`src/pkg/antenna_pkg.sv`:
```
// Purpose: Shared constants for the antenna driver automatic control block
// Assumes: 250 MHz pclk, APB register access with 32-bit data
// Notes:   Printed offsets are not multiples of four, so they are register indices
package antenna_pkg;

    // ----------------------------------------------------------------
    // Register map
    // ----------------------------------------------------------------
    localparam logic [7:0]  AUTO_CONTROL_INDEX  = 8'h15;
    localparam logic [7:0]  SOURCE_SELECT_INDEX = 8'h16;
    localparam logic [7:0]  DRIVER_CONTROL_INDEX = 8'h14;
    localparam logic [7:0]  STATUS_INDEX        = 8'h17;
    localparam logic [11:0] AUTO_CONTROL_ADDR   = 12'h054;
    localparam logic [11:0] SOURCE_SELECT_ADDR  = 12'h058;
    localparam logic [11:0] DRIVER_CONTROL_ADDR = 12'h050;
    localparam logic [11:0] STATUS_ADDR         = 12'h05c;

    localparam logic [7:0] AUTO_CONTROL_RESET   = 8'h00;
    localparam logic [7:0] SOURCE_SELECT_RESET  = 8'h10;
    localparam logic [7:0] DRIVER_CONTROL_RESET = 8'h80;
    localparam logic [7:0] AUTO_CONTROL_MASK    = 8'hef;
    localparam logic [7:0] SOURCE_SELECT_MASK   = 8'h3f;

    // ----------------------------------------------------------------
    // Field positions
    // ----------------------------------------------------------------
    localparam int AUTO_FIELD_OFF_BIT   = 7;
    localparam int FORCE_FULL_DEPTH_BIT = 6;
    localparam int FIELD_WAKE_BIT       = 5;
    localparam int COLLISION_AVOID_BIT  = 3;
    localparam int INITIAL_CHECK_BIT    = 2;
    localparam int DRIVER2_AUTO_BIT     = 1;
    localparam int DRIVER1_AUTO_BIT     = 0;
    localparam int DRIVER_SOURCE_LSB    = 4;
    localparam int INV2_ON_BIT          = 7;
    localparam int INV1_ON_BIT          = 6;
    localparam int INV2_OFF_BIT         = 5;
    localparam int INV1_OFF_BIT         = 4;

    typedef enum logic [1:0] {
        SRC_TRISTATE = 2'b00,
        SRC_CODER    = 2'b01,
        SRC_ENV_PIN  = 2'b10,
        SRC_HIGH     = 2'b11
    } driver_source_t;

    localparam logic [3:0] SIGNAL_OUTPUT_PIN_TRISTATE = 4'h0;
    localparam logic [3:0] SIGNAL_OUTPUT_PIN_LOW      = 4'h1;
    localparam logic [3:0] SIGNAL_OUTPUT_PIN_HIGH     = 4'h2;
    localparam logic [3:0] SIGNAL_OUTPUT_PIN_TEST     = 4'h3;
    localparam logic [3:0] SIGNAL_OUTPUT_PIN_ENVELOPE = 4'h4;
    localparam logic [3:0] SIGNAL_OUTPUT_PIN_SERIAL   = 4'h5;

    // ----------------------------------------------------------------
    // Timing
    // ----------------------------------------------------------------
    localparam int CLOCK_MHZ     = 250;
    localparam int ACTIVE_DELAY_NS  = 1000;
    localparam int INITIAL_DELAY_NS = 4000;
    localparam int ACTIVE_DELAY_CYCLES  = (ACTIVE_DELAY_NS * CLOCK_MHZ + 999) / 1000;
    localparam int INITIAL_DELAY_CYCLES = (INITIAL_DELAY_NS * CLOCK_MHZ + 999) / 1000;
    localparam int COLLISION_WAIT_N  = 3;
    localparam int DELAY_WIDTH = 16;

    typedef enum logic [1:0] {
        ST_IDLE    = 2'b00,
        ST_FIELD   = 2'b01,
        ST_WAIT    = 2'b10,
        ST_ON      = 2'b11
    } auto_state_t;

endpackage

```
`src/rtl/sync_two_flop.sv`:
```
// Purpose: Two flip-flop level synchroniser for pin inputs
// Assumes: Input changes slower than the clock
// Notes:   First stage feeds only the second stage
`timescale 1ns/1ps
module sync_two_flop #(
    parameter int WIDTH = 1
) (
    input  wire logic             pclk,
    input  wire logic             presetn,
    input  wire logic [WIDTH-1:0] async_in,
    output logic      [WIDTH-1:0] sync_out
);
    logic [WIDTH-1:0] stage1;

    always_ff @(posedge pclk or negedge presetn) begin
        if (!presetn) begin
            stage1   <= '0;
            sync_out <= '0;
        end else begin
            stage1   <= async_in;
            sync_out <= stage1;
        end
    end
endmodule

```
`src/rtl/driver_output_mux.sv`:
```
// Purpose: Builds one antenna driver level from the selected source
// Assumes: Inputs already in the pclk domain
// Notes:   Purely combinational; the caller registers the result
`timescale 1ns/1ps
module driver_output_mux
    import antenna_pkg::*;
(
    input  wire antenna_pkg::driver_source_t source,
    input  wire logic                        driver_on,
    input  wire logic                        invert_on,
    input  wire logic                        invert_off,
    input  wire logic                        coder_envelope,
    input  wire logic                        envelope_pin,
    input  wire logic                        full_depth,
    output logic                             level,
    output logic                             enable
);
    logic raw;

    always_comb begin
        raw    = 1'b0;
        enable = 1'b1;
        case (source)
            SRC_TRISTATE: enable = 1'b0;
            SRC_CODER:    raw = coder_envelope | ~full_depth & 1'b0;
            SRC_ENV_PIN:  raw = envelope_pin;
            SRC_HIGH:     raw = 1'b1;
            default:      enable = 1'b0;
        endcase
        // Inversion picks the on or off setting by driver state
        level = (driver_on ? raw ^ invert_on : raw ^ invert_off) & driver_on
              | (~driver_on & invert_off);
    end
endmodule

```
`src/rtl/antenna_driver_auto_control.sv`:
```
// Purpose: APB register bank and automatic carrier control for two antenna drivers
// Assumes: Field detector, tx done and envelopes come from outside; pins synchronised here
// Notes:   Slave answers in the access cycle, zero wait states
//
// Design decision made here: the APB slave port.
`timescale 1ns/1ps

// Behaviour
// - With auto field-off set, both enabled drivers turn off when the last bit has gone out; here only from ST_ON, not while waiting again after a new field.
// - With full-depth keying set, 100% keying is applied whatever depth is programmed.
// - With field wake set, soft power-down ends as soon as a field is detected.
// - The collision-avoid bit activates collision avoidance with the wait n preset.
// - The initial check bit runs initial avoidance and clears itself when our carrier turns on.
// - Driver-2 auto-enable turns driver 2 on a TADT after the external field goes away.
// - With initial check too, driver 2 turns on only after a field-free TIDT.
// - Driver-1 auto-enable governs driver 1 in the same way as driver 2.
// - The driver source field selects tristate, coder envelope, envelope pin or high.
// - In soft power-down drivers tristate only when the source is the tristate code.
// - With the high source each driver level follows its on and off inversion bits.
// - Source select resets to 10h and auto control to 00h.
// - The signal output select field chooses the signal output pin source.
module antenna_driver_auto_control (
    input  wire logic        pclk,
    input  wire logic        presetn,
    input  wire logic        psel,
    input  wire logic        penable,
    input  wire logic        pwrite,
    input  wire logic [11:0] paddr,
    input  wire logic [31:0] pwdata,
    output logic      [31:0] prdata,
    output logic             pready,
    output logic             pslverr,
    input  wire logic        field_detect,
    input  wire logic        envelope_input_pin,
    input  wire logic        test_bus,
    input  wire logic        coder_envelope,
    input  wire logic        serial_stream,
    input  wire logic        tx_last_bit_done,
    input  wire logic        soft_power_down,
    output logic             wake_request,
    output logic             full_depth_keying,
    output logic             collision_avoid_on,
    output logic [1:0]       collision_wait_n,
    output logic             first_antenna_driver,
    output logic             first_antenna_driver_oe,
    output logic             second_antenna_driver,
    output logic             second_antenna_driver_oe,
    output logic             signal_output_pin,
    output logic             signal_output_pin_oe
);
    import antenna_pkg::*;

    // ------------------------------------------------------------------
    // State
    // ------------------------------------------------------------------
    logic [7:0]        auto_control;
    logic [7:0]        source_select;
    logic [7:0]        driver_control;
    logic [1:0]        driver_on;
    auto_state_t       state;
    logic [DELAY_WIDTH-1:0] delay_count;
    logic [7:0]        next_auto_control;
    logic [7:0]        next_source_select;
    logic [7:0]        next_driver_control;
    logic [1:0]        next_driver_on;
    auto_state_t       next_state;
    logic [DELAY_WIDTH-1:0] next_delay_count;
    logic [31:0]       next_prdata;
    logic              next_pslverr;
    logic              field_sync;
    logic              env_sync;
    logic              d1_level;
    logic              d1_enable;
    logic              d2_level;
    logic              d2_enable;
    logic              next_sig_level;
    logic              next_sig_oe;
    logic              write_now;
    logic              read_now;
    logic              hit;
    logic              carrier_turn_on;

    function automatic logic addr_hit(input logic [11:0] addr);
        return addr == AUTO_CONTROL_ADDR || addr == SOURCE_SELECT_ADDR ||
               addr == DRIVER_CONTROL_ADDR || addr == STATUS_ADDR;
    endfunction

    sync_two_flop #(.WIDTH(2)) u_sync (
        .pclk     (pclk),
        .presetn  (presetn),
        .async_in ({field_detect, envelope_input_pin}),
        .sync_out ({field_sync, env_sync})
    );

    // ------------------------------------------------------------------
    // APB decode
    // ------------------------------------------------------------------
    assign write_now = psel & penable & pwrite;
    assign read_now  = psel & penable & ~pwrite;
    assign hit       = addr_hit(paddr);

    always_comb begin
        next_prdata  = 32'h0000_0000;
        next_pslverr = 1'b0;
        if (psel & ~penable) begin
            next_pslverr = ~hit;
            if (!pwrite) begin
                case (paddr)
                    AUTO_CONTROL_ADDR:   next_prdata = {24'h0, auto_control};
                    SOURCE_SELECT_ADDR:  next_prdata = {24'h0, source_select};
                    DRIVER_CONTROL_ADDR: next_prdata = {24'h0, driver_control};
                    STATUS_ADDR:         next_prdata = {28'h0, state, driver_on};
                    default:             next_prdata = 32'h0000_0000;
                endcase
            end
        end
    end

    // ------------------------------------------------------------------
    // Automatic carrier sequencing
    // ------------------------------------------------------------------
    // Off until the field drops, then wait TADT (or TIDT for the initial check)
    always_comb begin
        next_state       = state;
        next_delay_count = delay_count;
        next_driver_on   = driver_on;
        carrier_turn_on  = 1'b0;
        case (state)
            ST_IDLE: begin
                if (auto_control[DRIVER1_AUTO_BIT] | auto_control[DRIVER2_AUTO_BIT]) begin
                    next_state       = field_sync ? ST_FIELD : ST_WAIT;
                    next_delay_count = '0;
                end
            end
            ST_FIELD: begin
                next_delay_count = '0;
                if (!field_sync) begin
                    next_state = ST_WAIT;
                end
            end
            ST_WAIT: begin
                if (field_sync) begin
                    next_state       = ST_FIELD;
                    next_delay_count = '0;
                end else if (delay_count + 1'b1 >= DELAY_WIDTH'(
                        auto_control[INITIAL_CHECK_BIT] ? INITIAL_DELAY_CYCLES
                                                        : ACTIVE_DELAY_CYCLES)) begin
                    next_state      = ST_ON;
                    carrier_turn_on = 1'b1;
                    next_driver_on  = driver_on | {auto_control[DRIVER2_AUTO_BIT],
                                                   auto_control[DRIVER1_AUTO_BIT]};
                end else begin
                    next_delay_count = delay_count + 1'b1;
                end
            end
            ST_ON: begin
                if (auto_control[AUTO_FIELD_OFF_BIT] & tx_last_bit_done) begin
                    next_driver_on = 2'b00;
                    next_state     = ST_IDLE;
                end else if (field_sync) begin
                    // A new remote field re-arms the wait so a newly enabled driver can follow
                    next_state       = ST_FIELD;
                    next_delay_count = '0;
                end
            end
            default: next_state = ST_IDLE;
        endcase
        if (!(auto_control[DRIVER1_AUTO_BIT] | auto_control[DRIVER2_AUTO_BIT]) &&
            state != ST_ON) begin
            next_state = ST_IDLE;
        end
    end

    // ------------------------------------------------------------------
    // Register writes
    // ------------------------------------------------------------------
    always_comb begin
        next_auto_control   = auto_control;
        next_source_select  = source_select;
        next_driver_control = driver_control;
        if (write_now && paddr == AUTO_CONTROL_ADDR) begin
            next_auto_control = pwdata[7:0] & AUTO_CONTROL_MASK;
        end
        if (write_now && paddr == SOURCE_SELECT_ADDR) begin
            next_source_select = pwdata[7:0] & SOURCE_SELECT_MASK;
        end
        if (write_now && paddr == DRIVER_CONTROL_ADDR) begin
            next_driver_control = pwdata[7:0];
        end
        // Self clear beats a same-cycle software write of the bit
        if (carrier_turn_on) begin
            next_auto_control[INITIAL_CHECK_BIT] = 1'b0;
        end
    end

    // ------------------------------------------------------------------
    // Pin outputs
    // ------------------------------------------------------------------
    driver_output_mux u_mux1 (
        .source         (driver_source_t'(source_select[5:4])),
        .driver_on      (driver_on[0]),
        .invert_on      (driver_control[INV1_ON_BIT]),
        .invert_off     (driver_control[INV1_OFF_BIT]),
        .coder_envelope (coder_envelope),
        .envelope_pin   (env_sync),
        .full_depth     (auto_control[FORCE_FULL_DEPTH_BIT]),
        .level          (d1_level),
        .enable         (d1_enable)
    );

    driver_output_mux u_mux2 (
        .source         (driver_source_t'(source_select[5:4])),
        .driver_on      (driver_on[1]),
        .invert_on      (driver_control[INV2_ON_BIT]),
        .invert_off     (driver_control[INV2_OFF_BIT]),
        .coder_envelope (coder_envelope),
        .envelope_pin   (env_sync),
        .full_depth     (auto_control[FORCE_FULL_DEPTH_BIT]),
        .level          (d2_level),
        .enable         (d2_enable)
    );

    always_comb begin
        next_sig_level = 1'b0;
        next_sig_oe    = 1'b1;
        case (source_select[3:0])
            SIGNAL_OUTPUT_PIN_TRISTATE: next_sig_oe = 1'b0;
            SIGNAL_OUTPUT_PIN_LOW:      next_sig_level = 1'b0;
            SIGNAL_OUTPUT_PIN_HIGH:     next_sig_level = 1'b1;
            SIGNAL_OUTPUT_PIN_TEST:     next_sig_level = test_bus;
            SIGNAL_OUTPUT_PIN_ENVELOPE: next_sig_level = coder_envelope;
            SIGNAL_OUTPUT_PIN_SERIAL:   next_sig_level = serial_stream;
            default:         next_sig_oe = 1'b0;
        endcase
    end

    always_ff @(posedge pclk or negedge presetn) begin
        if (!presetn) begin
            auto_control   <= AUTO_CONTROL_RESET;
            source_select  <= SOURCE_SELECT_RESET;
            driver_control <= DRIVER_CONTROL_RESET;
            driver_on      <= 2'b00;
            state          <= ST_IDLE;
            delay_count    <= '0;
            prdata         <= 32'h0000_0000;
            pready         <= 1'b0;
            pslverr        <= 1'b0;
            wake_request   <= 1'b0;
            full_depth_keying        <= 1'b0;
            collision_avoid_on       <= 1'b0;
            collision_wait_n         <= 2'b00;
            first_antenna_driver     <= 1'b0;
            first_antenna_driver_oe  <= 1'b0;
            second_antenna_driver    <= 1'b0;
            second_antenna_driver_oe <= 1'b0;
            signal_output_pin        <= 1'b0;
            signal_output_pin_oe     <= 1'b0;
        end else begin
            auto_control   <= next_auto_control;
            source_select  <= next_source_select;
            driver_control <= next_driver_control;
            driver_on      <= next_driver_on;
            state          <= next_state;
            delay_count    <= next_delay_count;
            prdata         <= next_prdata;
            pready         <= psel & ~penable;
            pslverr        <= next_pslverr;
            wake_request   <= soft_power_down & auto_control[FIELD_WAKE_BIT]
                            & field_sync;
            full_depth_keying  <= auto_control[FORCE_FULL_DEPTH_BIT];
            collision_avoid_on <= auto_control[COLLISION_AVOID_BIT];
            collision_wait_n   <= 2'(COLLISION_WAIT_N);
            first_antenna_driver     <= d1_level;
            first_antenna_driver_oe  <= d1_enable;
            second_antenna_driver    <= d2_level;
            second_antenna_driver_oe <= d2_enable;
            signal_output_pin        <= next_sig_level;
            signal_output_pin_oe     <= next_sig_oe;
        end
    end

    // ------------------------------------------------------------------
    // Checks
    // ------------------------------------------------------------------
    a_field_off_done: assert property (@(posedge pclk) disable iff (!presetn)
        state == ST_ON && auto_control[AUTO_FIELD_OFF_BIT] && tx_last_bit_done
        |=> driver_on == 2'b00) else $error("drivers stayed on after last bit");
    a_wake_on_field: assert property (@(posedge pclk) disable iff (!presetn)
        soft_power_down && auto_control[FIELD_WAKE_BIT] && field_sync |=> wake_request)
        else $error("no wake on field");
    a_initial_self_clear: assert property (@(posedge pclk) disable iff (!presetn)
        carrier_turn_on |=> !auto_control[INITIAL_CHECK_BIT])
        else $error("initial check bit not cleared");
    a_turn_on_quiet: assert property (@(posedge pclk) disable iff (!presetn)
        $rose(driver_on[1]) |-> !$past(field_sync))
        else $error("driver turned on during field");
    a_tristate_src: assert property (@(posedge pclk) disable iff (!presetn)
        source_select[5:4] == 2'b00 |=> !first_antenna_driver_oe && !second_antenna_driver_oe)
        else $error("driver enabled with tristate source");
    a_reserved_zero: assert property (@(posedge pclk) disable iff (!presetn)
        auto_control[4] == 1'b0 && source_select[7:6] == 2'b00)
        else $error("reserved bit set");
    a_full_depth: assert property (@(posedge pclk) disable iff (!presetn)
        auto_control[FORCE_FULL_DEPTH_BIT] |=> full_depth_keying)
        else $error("full depth not applied");
    a_signal_output_pin_high: assert property (@(posedge pclk) disable iff (!presetn)
        source_select[3:0] == SIGNAL_OUTPUT_PIN_HIGH |=> signal_output_pin && signal_output_pin_oe)
        else $error("signal output not high");
endmodule

```
`config.mk`:
```
export PLATFORM = sky130hd
export DESIGN_NAME = antenna_driver_auto_control
export DESIGN_NICKNAME = d
export VERILOG_FILES = /design/src/pkg/antenna_pkg.sv /design/src/rtl/sync_two_flop.sv /design/src/rtl/driver_output_mux.sv /design/src/rtl/antenna_driver_auto_control.sv
export SDC_FILE = /design/constraint.sdc
export NUM_CORES = 1
export LEC_CHECK = 0
export BUFFER_PORTS_ARGS = -buffer_cell sky130_fd_sc_hd__buf_4
export CORE_MARGIN = 4
export CORE_UTILIZATION = 45
export CTS_CLUSTER_SIZE = 40
export DETAILED_ROUTE_END_ITERATION = 10
export GPL_ROUTABILITY_DRIVEN = 0
export PLACE_DENSITY = 0.71
export SYNTH_ARGS = -nofsm -noshare
export SYNTH_HDL_FRONTEND = slang
export SYNTH_SLANG_ARGS = --single-unit
```
`constraint.sdc`:
```
create_clock -name pclk -period 7.44 [get_ports pclk]
set_input_delay 0.372 -clock pclk [delete_from_list [all_inputs] [get_ports pclk]]
set_output_delay 0.372 -clock pclk [all_outputs]
set_load 0.02 [all_outputs]
```
# Word level (Yosys, flattened, before mapping)
# Cells that the tools add are included.
[op_classes]
n_addsub = 1
mul = 0
n_div = 0
n_lt_le_gt_ge = 1
n_eq_ne = 27
shifts = 0
n_mux = 35
bitwise = 22
reduce_logical = 16
[ops]
columns = ["operator", "n"]
rows = [
  ["2-to-1 mux 16 bit", 5],
  ["case mux 16 bit (4 select lines)", 1],
  ["equality test 12 x 7 -> 1 bit (second input constant)", 4],
  ["case mux 8 bit (4 select lines)", 1],
  ["2-to-1 mux 2 bit", 11],
  ["adder 16 x 1 -> 16 bit (second input constant)", 1],
  ["greater-or-equal comparator 16 x 10 -> 1 bit", 1],
  ["2-to-1 mux 8 bit", 2],
  ["!= test 2 bit (second input constant)", 6],
  ["AND reduction 4 bit", 3],
  ["bitwise AND 1 bit", 10],
  ["2-to-1 mux 10 bit", 1],
  ["2-to-1 mux 1 bit", 9],
  ["equality test 2 bit (second input constant)", 4],
  ["equality test 4 x 2 -> 1 bit (second input constant)", 2],
  ["equality test 4 x 3 -> 1 bit (second input constant)", 2],
  ["!= test 4 x 3 -> 1 bit (second input constant)", 2],
  ["case mux 2 bit (4 select lines)", 1],
  ["!= test 3 bit (second input constant)", 2],
  ["OR reduction 5 bit", 1],
  ["equality test 2 x 1 -> 1 bit (second input constant)", 2],
  ["equality test 4 x 1 -> 1 bit (second input constant)", 1],
  ["logical AND 1 bit", 4],
  ["logical NOT 2 bit", 2],
  ["13 further kinds", 24],
]
[totals]
ff_bits = 88
latchBits = 0
mem_bits_rw = 0
romBits = 0
input_bits = 56
output_inout_bits = 45
wordCells = 123
n_memories = 0

# Longest topological paths before layout
[logic_depth]
ltp_word = 6
depth_mapped = 12
ltp_nobuf = 10

# By module
# A second synthesis with hierarchy kept.
[hier_totals]
hier_cells = 310
area_unflattened_um2 = 3382.0
[by_module_without_submodules]
columns = ["module", "n_inst", "cells_per_inst", "area_each_um2", "seq_area_each_um2"]
rows = [
  ["antenna_driver_auto_control", 1, 292, 3209.3, 1529.0],
  ["sync_two_flop", 1, 4, 100.1, 100.1],
  ["driver_output_mux", 2, 7, 36.3, 0.0],
]

# Worst setup path after synthesis
# Ideal clock, no wire load.
[synth_path]
path_type = "reg2reg"
startpoint = "register delay_count[0]"
endpoint = "register delay_count[3]"
setup_ps = 126
arrival_ps = 2553
required_time_ps = 7314
slack_ps = 4760
path_stages_with_launch = 12
path_buffers = 1
period_less_slack_ps = 2680
path_cell_list = "dfrtp_1 -> ha_1 -> nand3_1 -> nor3_1 -> xnor2_1 -> ha_1 -> o2111ai_1 -> a2111o_1 -> nand2_2 -> buf_2 -> nor2_1 -> a311o_1"
[synth_via]
elab_chain_len = 4
word_cells_on_any_way = 7
cone_classes = "1 x add/sub; 1 x order compare; 1 x eq/ne; 3 x mux; 1 x reduce/logical"
[synth_rtl]
columns = ["element", "line_no", "source"]
rows = [
  ["from (decl)", "antenna_driver_auto_control.sv:61", "logic [DELAY_WIDTH-1:0] delay_count;"],
  ["from (signal assigned)", "antenna_driver_auto_control.sv:264", "delay_count <= next_delay_count;"],
  ["adder 16 x 1 -> 16 bit (*)", "antenna_driver_auto_control.sv:145, antenna_driver_auto_control.sv:153", ""],
  ["greater-or-equal comparator 16 x 10 -> 1 bit / 2-to-1 mux 16 bit (equally long branches)", "antenna_driver_auto_control.sv:145", "end else if (delay_count + 1'b1 >= DELAY_WIDTH'("],
  ["!= test 3 x 2 -> 1 bit (no line) / 2-to-1 mux 16 bit (equally long branches)", "--", ""],
  ["AND reduction 4 bit (no line) / case mux 16 bit (4 select lines) (equally long branches)", "--", ""],
]
# Every way passes the cells marked *; elsewhere a longest branch is shown, timed or not. The select of a mux whose other input is x is not followed.
# A chain may end at the register's enable or synchronous reset.

# Worst setup path in the final report
[layout_path]
startpoint = "register delay_count[3]"
endpoint = "register delay_count[2]"
[layout_via]
elab_chain_len = 4
[layout_rtl]
columns = ["element", "line_no"]
rows = [
  ["adder 16 x 1 -> 16 bit", "antenna_driver_auto_control.sv:145"],
  ["greater-or-equal comparator 16 x 10 -> 1 bit", "antenna_driver_auto_control.sv:145"],
  ["!= test 3 x 2 -> 1 bit (no line)", "--"],
  ["AND reduction 4 bit (no line)", "--"],
]
# Every way passes these cells.

==> impl_results.md <==
- Crit-path cells: nand4_2 -> nor2_1 -> nand3_1 -> xnor2_1 -> ha_1 -> a21o_1 -> a2111oi_4 -> nand2_2 -> or4b_1 -> nand3_1
- Share of cells above drive strength 1: about 28%
- Drt pass-1 iters: 4
- Fraction of registers with async set/reset: 100%
- Fin. Hold Viols: 0
- Post-Syn Area per Cell: 10.9 sq um
- Die X-Extent: between 90 and 100 um
- # fillers: 630
- Switching pwr: 0.261 mW
- Initial antenna violation count: 0
- Sequential fraction of the synthesis area: around 48%
- Clk sinks: 64
- Fin nets: approximately 420
- Compound-gate portion of the synthesized area: a little over a tenth
- Post-CTS Resized: 0
- Max Cap Violations: 0
- HP Class: in2async
- Synth Cell Area: between 3000 and 4000 sq um
- Slew Limit Fails: 0
- Unique masters post-synth: 61
- Cell Rows: 31
- Die height: between 90 and 100 um
- Clock transition at path regs: roughly 70 ps
- Die Footprint: 8880 sq um
- Dpl hpwl: roughly 4900 um
- Largest net degree at the start of global routing: 65
- DP Cell Count: 446
- Port bufs: 52
- Synth area leaders: dfrtp_1 (46%), mux2_2 (6.4%), buf_4 (6.3%)
- Final setup viols: 0
- RSZ-0062 raised after global routing: false
- CTS root buf: clkbuf_8
- Seq pwr share: between 40% and 50%
- Critical path arrival: between 3000 and 4000 ps
- Synth-to-layout area growth: 17.1%
- Proportion of synthesized area in mux cells: approximately 11%
- Clk buf depth: 2
- Clock Power Share: 35.7%
- First-pass GRT wire length: ~11000 um
- CP Class: reg2reg
- Inserted Diodes: 0
- Initial Util: 46.1%
- Maximum vdd drop: 0.120 mV
- Mapped Cells: ~310
- Min Tclk post-route: around 3100 ps
- CP max stage delay: 540 ps
- Pleak: around 1.9 nW
- Worst EP required: between 7000 and 8000 ps
- Slew HR: 31.1%
- P per Cell Area: about 220 nW/um^2
- Int Pwr: 0.592 mW
- CTS tree: done
- Number of global-route vias before repair: approximately 2200
- Status: finished clean
- Yosys warns: 0
- Min Hold Slack: 94.7 ps
- Vias: 2375
- CP max stage cell: or4b_1
- Routed WL: 6700 um
- Yosys reg bits: 64
- Most frequent CP cell: nand3_1
- Post-synth EDFFs: 0
- Setup TNS Final: 0 ps
- Total CTS buffers: 9
- Final worst path period share: between 40% and 50%
- Yosys top cell by area: dfrtp_1
- Synth top area share: between 40% and 50%
- Routed Antenna Nets: 0
- Worst r2r path cells: 10
- Total GRT Usage: between 15 and 20%
- Htree depth: 3
- Setup crit end kind: register
- Largest family of logic cells by synthesized area: simple AND/OR/NAND/NOR gates
- Synth Area in Simple Gates: between 10% and 20%
- Post-route DRC: 0
- Max Freq: around 320 MHz
- Top FF cell, synth: dfrtp_1
- Wirelength per Cell: ~15 um
- Delay-heaviest family, CP: simple AND/OR/NAND/NOR gates
- Crit path max fanout: 14
- Overflow after GRT: 0
- Worst Skew: 12.8 ps
- Post-Synth Adder-Cell Area: between 1.5 and 2%
- Worst-skew pair later-pin latency: ~350 ps
- Worst slew pin tran: approximately 1000 ps
- CP startpoint kind: register
- Sw Ratio: 30.6%
- Final Non-Filler Cells: approximately 460
- Initial drt markers: around 110
- CTS Hold Bufs: 0
- Post-CTS setup repair buffer count: 0
- Stages on the worst setup path: 10
- WP buf/inv: 0
- Top Ports: approximately 100
- Combinational Power Share: between 20% and 30%
- Core Box Area: between 7000 and 8000 sq um
- Synth Area in XOR/XNOR: 2.36%
- Post-DR vias/cell: 5.14
## logic make-up after synthesis
kind of cell / after synthesis
XOR/XNOR: 9
flip-flops: 64
other: 2
adder cells (fa/ha/maj): 5
AO/OA/AOI/OAI: 48
AND/OR/NAND/NOR: 99
buffers and inverters: 47
multiplexers: 33
## layer usage
metal	vias to the layer above	wire length, um	track usage (%)
li1	1155	-	-
met1	1152	3150	22.9
met2	64	3080	23.6
met3	4	408	5.05
met4	0	70	6.62
met5	-	0	0
## synth_stat cells, drive strengths merged (6+ instances only)
cell type / number
dfrtp: 62
nor2b: 9
nand3: 12
nand4: 6
mux2: 19
buf: 31
nor3: 10
inv: 11
nor2: 22
mux2i: 13
xnor2: 8
nand2: 14
o21ai: 8
a21oi: 11
## layout make-up
class / count / area (sq um) / area share (%)
clock buffers: 10 / 138 / 3.51
clock inverters: 6 / 67.6 / 1.73
inverters: 11 / 41.3 / 1.05
multi-input cells: 219 / 1540 / 39.4
flip-flops and latches: 64 / 1600 / 41.0
well taps: 99 / 124 / 3.16
repair buffers: 53 / 398 / 10.2
## cell usage in the layout (no fill, tap or decap), drive strengths merged, types with 2 or more instances in the layout
cell type  synthesis  final
clkbuf             5     10
o22a               3      3
mux2i             13     13
and3               3      3
ha                 5      5
clkinvlp           0      2
nand2             14     14
o21ai              8      8
a31oi              4      4
inv               11     12
xnor2              8      8
nor2b              9      9
clkinv             0      2
mux2              19     19
nor2              22     22
or2                2      2
and4b              2      2
and2               5      5
dfstp              2      2
nor3              10     10
o211ai             2      2
nand4              6      6
buf               31     53
a211o              3      3
a22o               2      2
conb               2     25
nor4bb             2      2
nor4               3      3
a21oi             11     11
o2bb2ai            2      2
dfrtp             62     62
or4                3      3
nand3             12     12
## stage by stage
step           instance area (sq um)  worst slack (ps)  util [%]  power [mW]
6_report                        3920              4320      54.0       0.853
5_1_grt                         3920              4100      54.0       0.902
3_5_place_dp                    3710              4370      51.2       0.556
2_1_floorplan                   3430              4760         -       0.521
3_3_place_gp                    3710              4400      51.2       0.552
4_1_cts                         3920              4330      54.0       0.862
## power by group through the flow
stage	combinational [mW]	sequential [mW]	clock (mW)
after floorplan	0.150	0.371	0
after global placement	0.176	0.376	0
after detailed placement	0.180	0.376	0
after CTS	0.181	0.370	0.311
after global routing	0.203	0.372	0.328
final	0.179	0.370	0.304
## final timing paths
kind                                         start                  to  slack, ps
worst max register to register      delay_count[3]      delay_count[2]       4320
max in group asynchronous                  presetn   driver_control[1]       6820
worst max-delay path                delay_count[3]      delay_count[2]       4320
worst min-delay path                       presetn      delay_count[8]         90
min in group pclk               envelope_input_pin    u_sync.stage1[0]        130
worst min register to register    u_sync.stage1[1]  u_sync.sync_out[1]        360
## registers in the layout, indices dropped and copies added (netlist names)
name and flops:
auto_control 7, collision_avoid_on 1, collision_wait_n 1, delay_count 16
driver_control 8, driver_on 2, first_antenna_driver 1, full_depth_keying 1
prdata 8, pready 1, pslverr 1, second_antenna_driver 1
second_antenna_driver_oe 1, signal_output_pin 1, signal_output_pin_oe 1, source_select 6
state 2, u_sync.stage1 2, u_sync.sync_out 2, wake_request 1
Note: power is estimated with default switching activity, not from simulation.
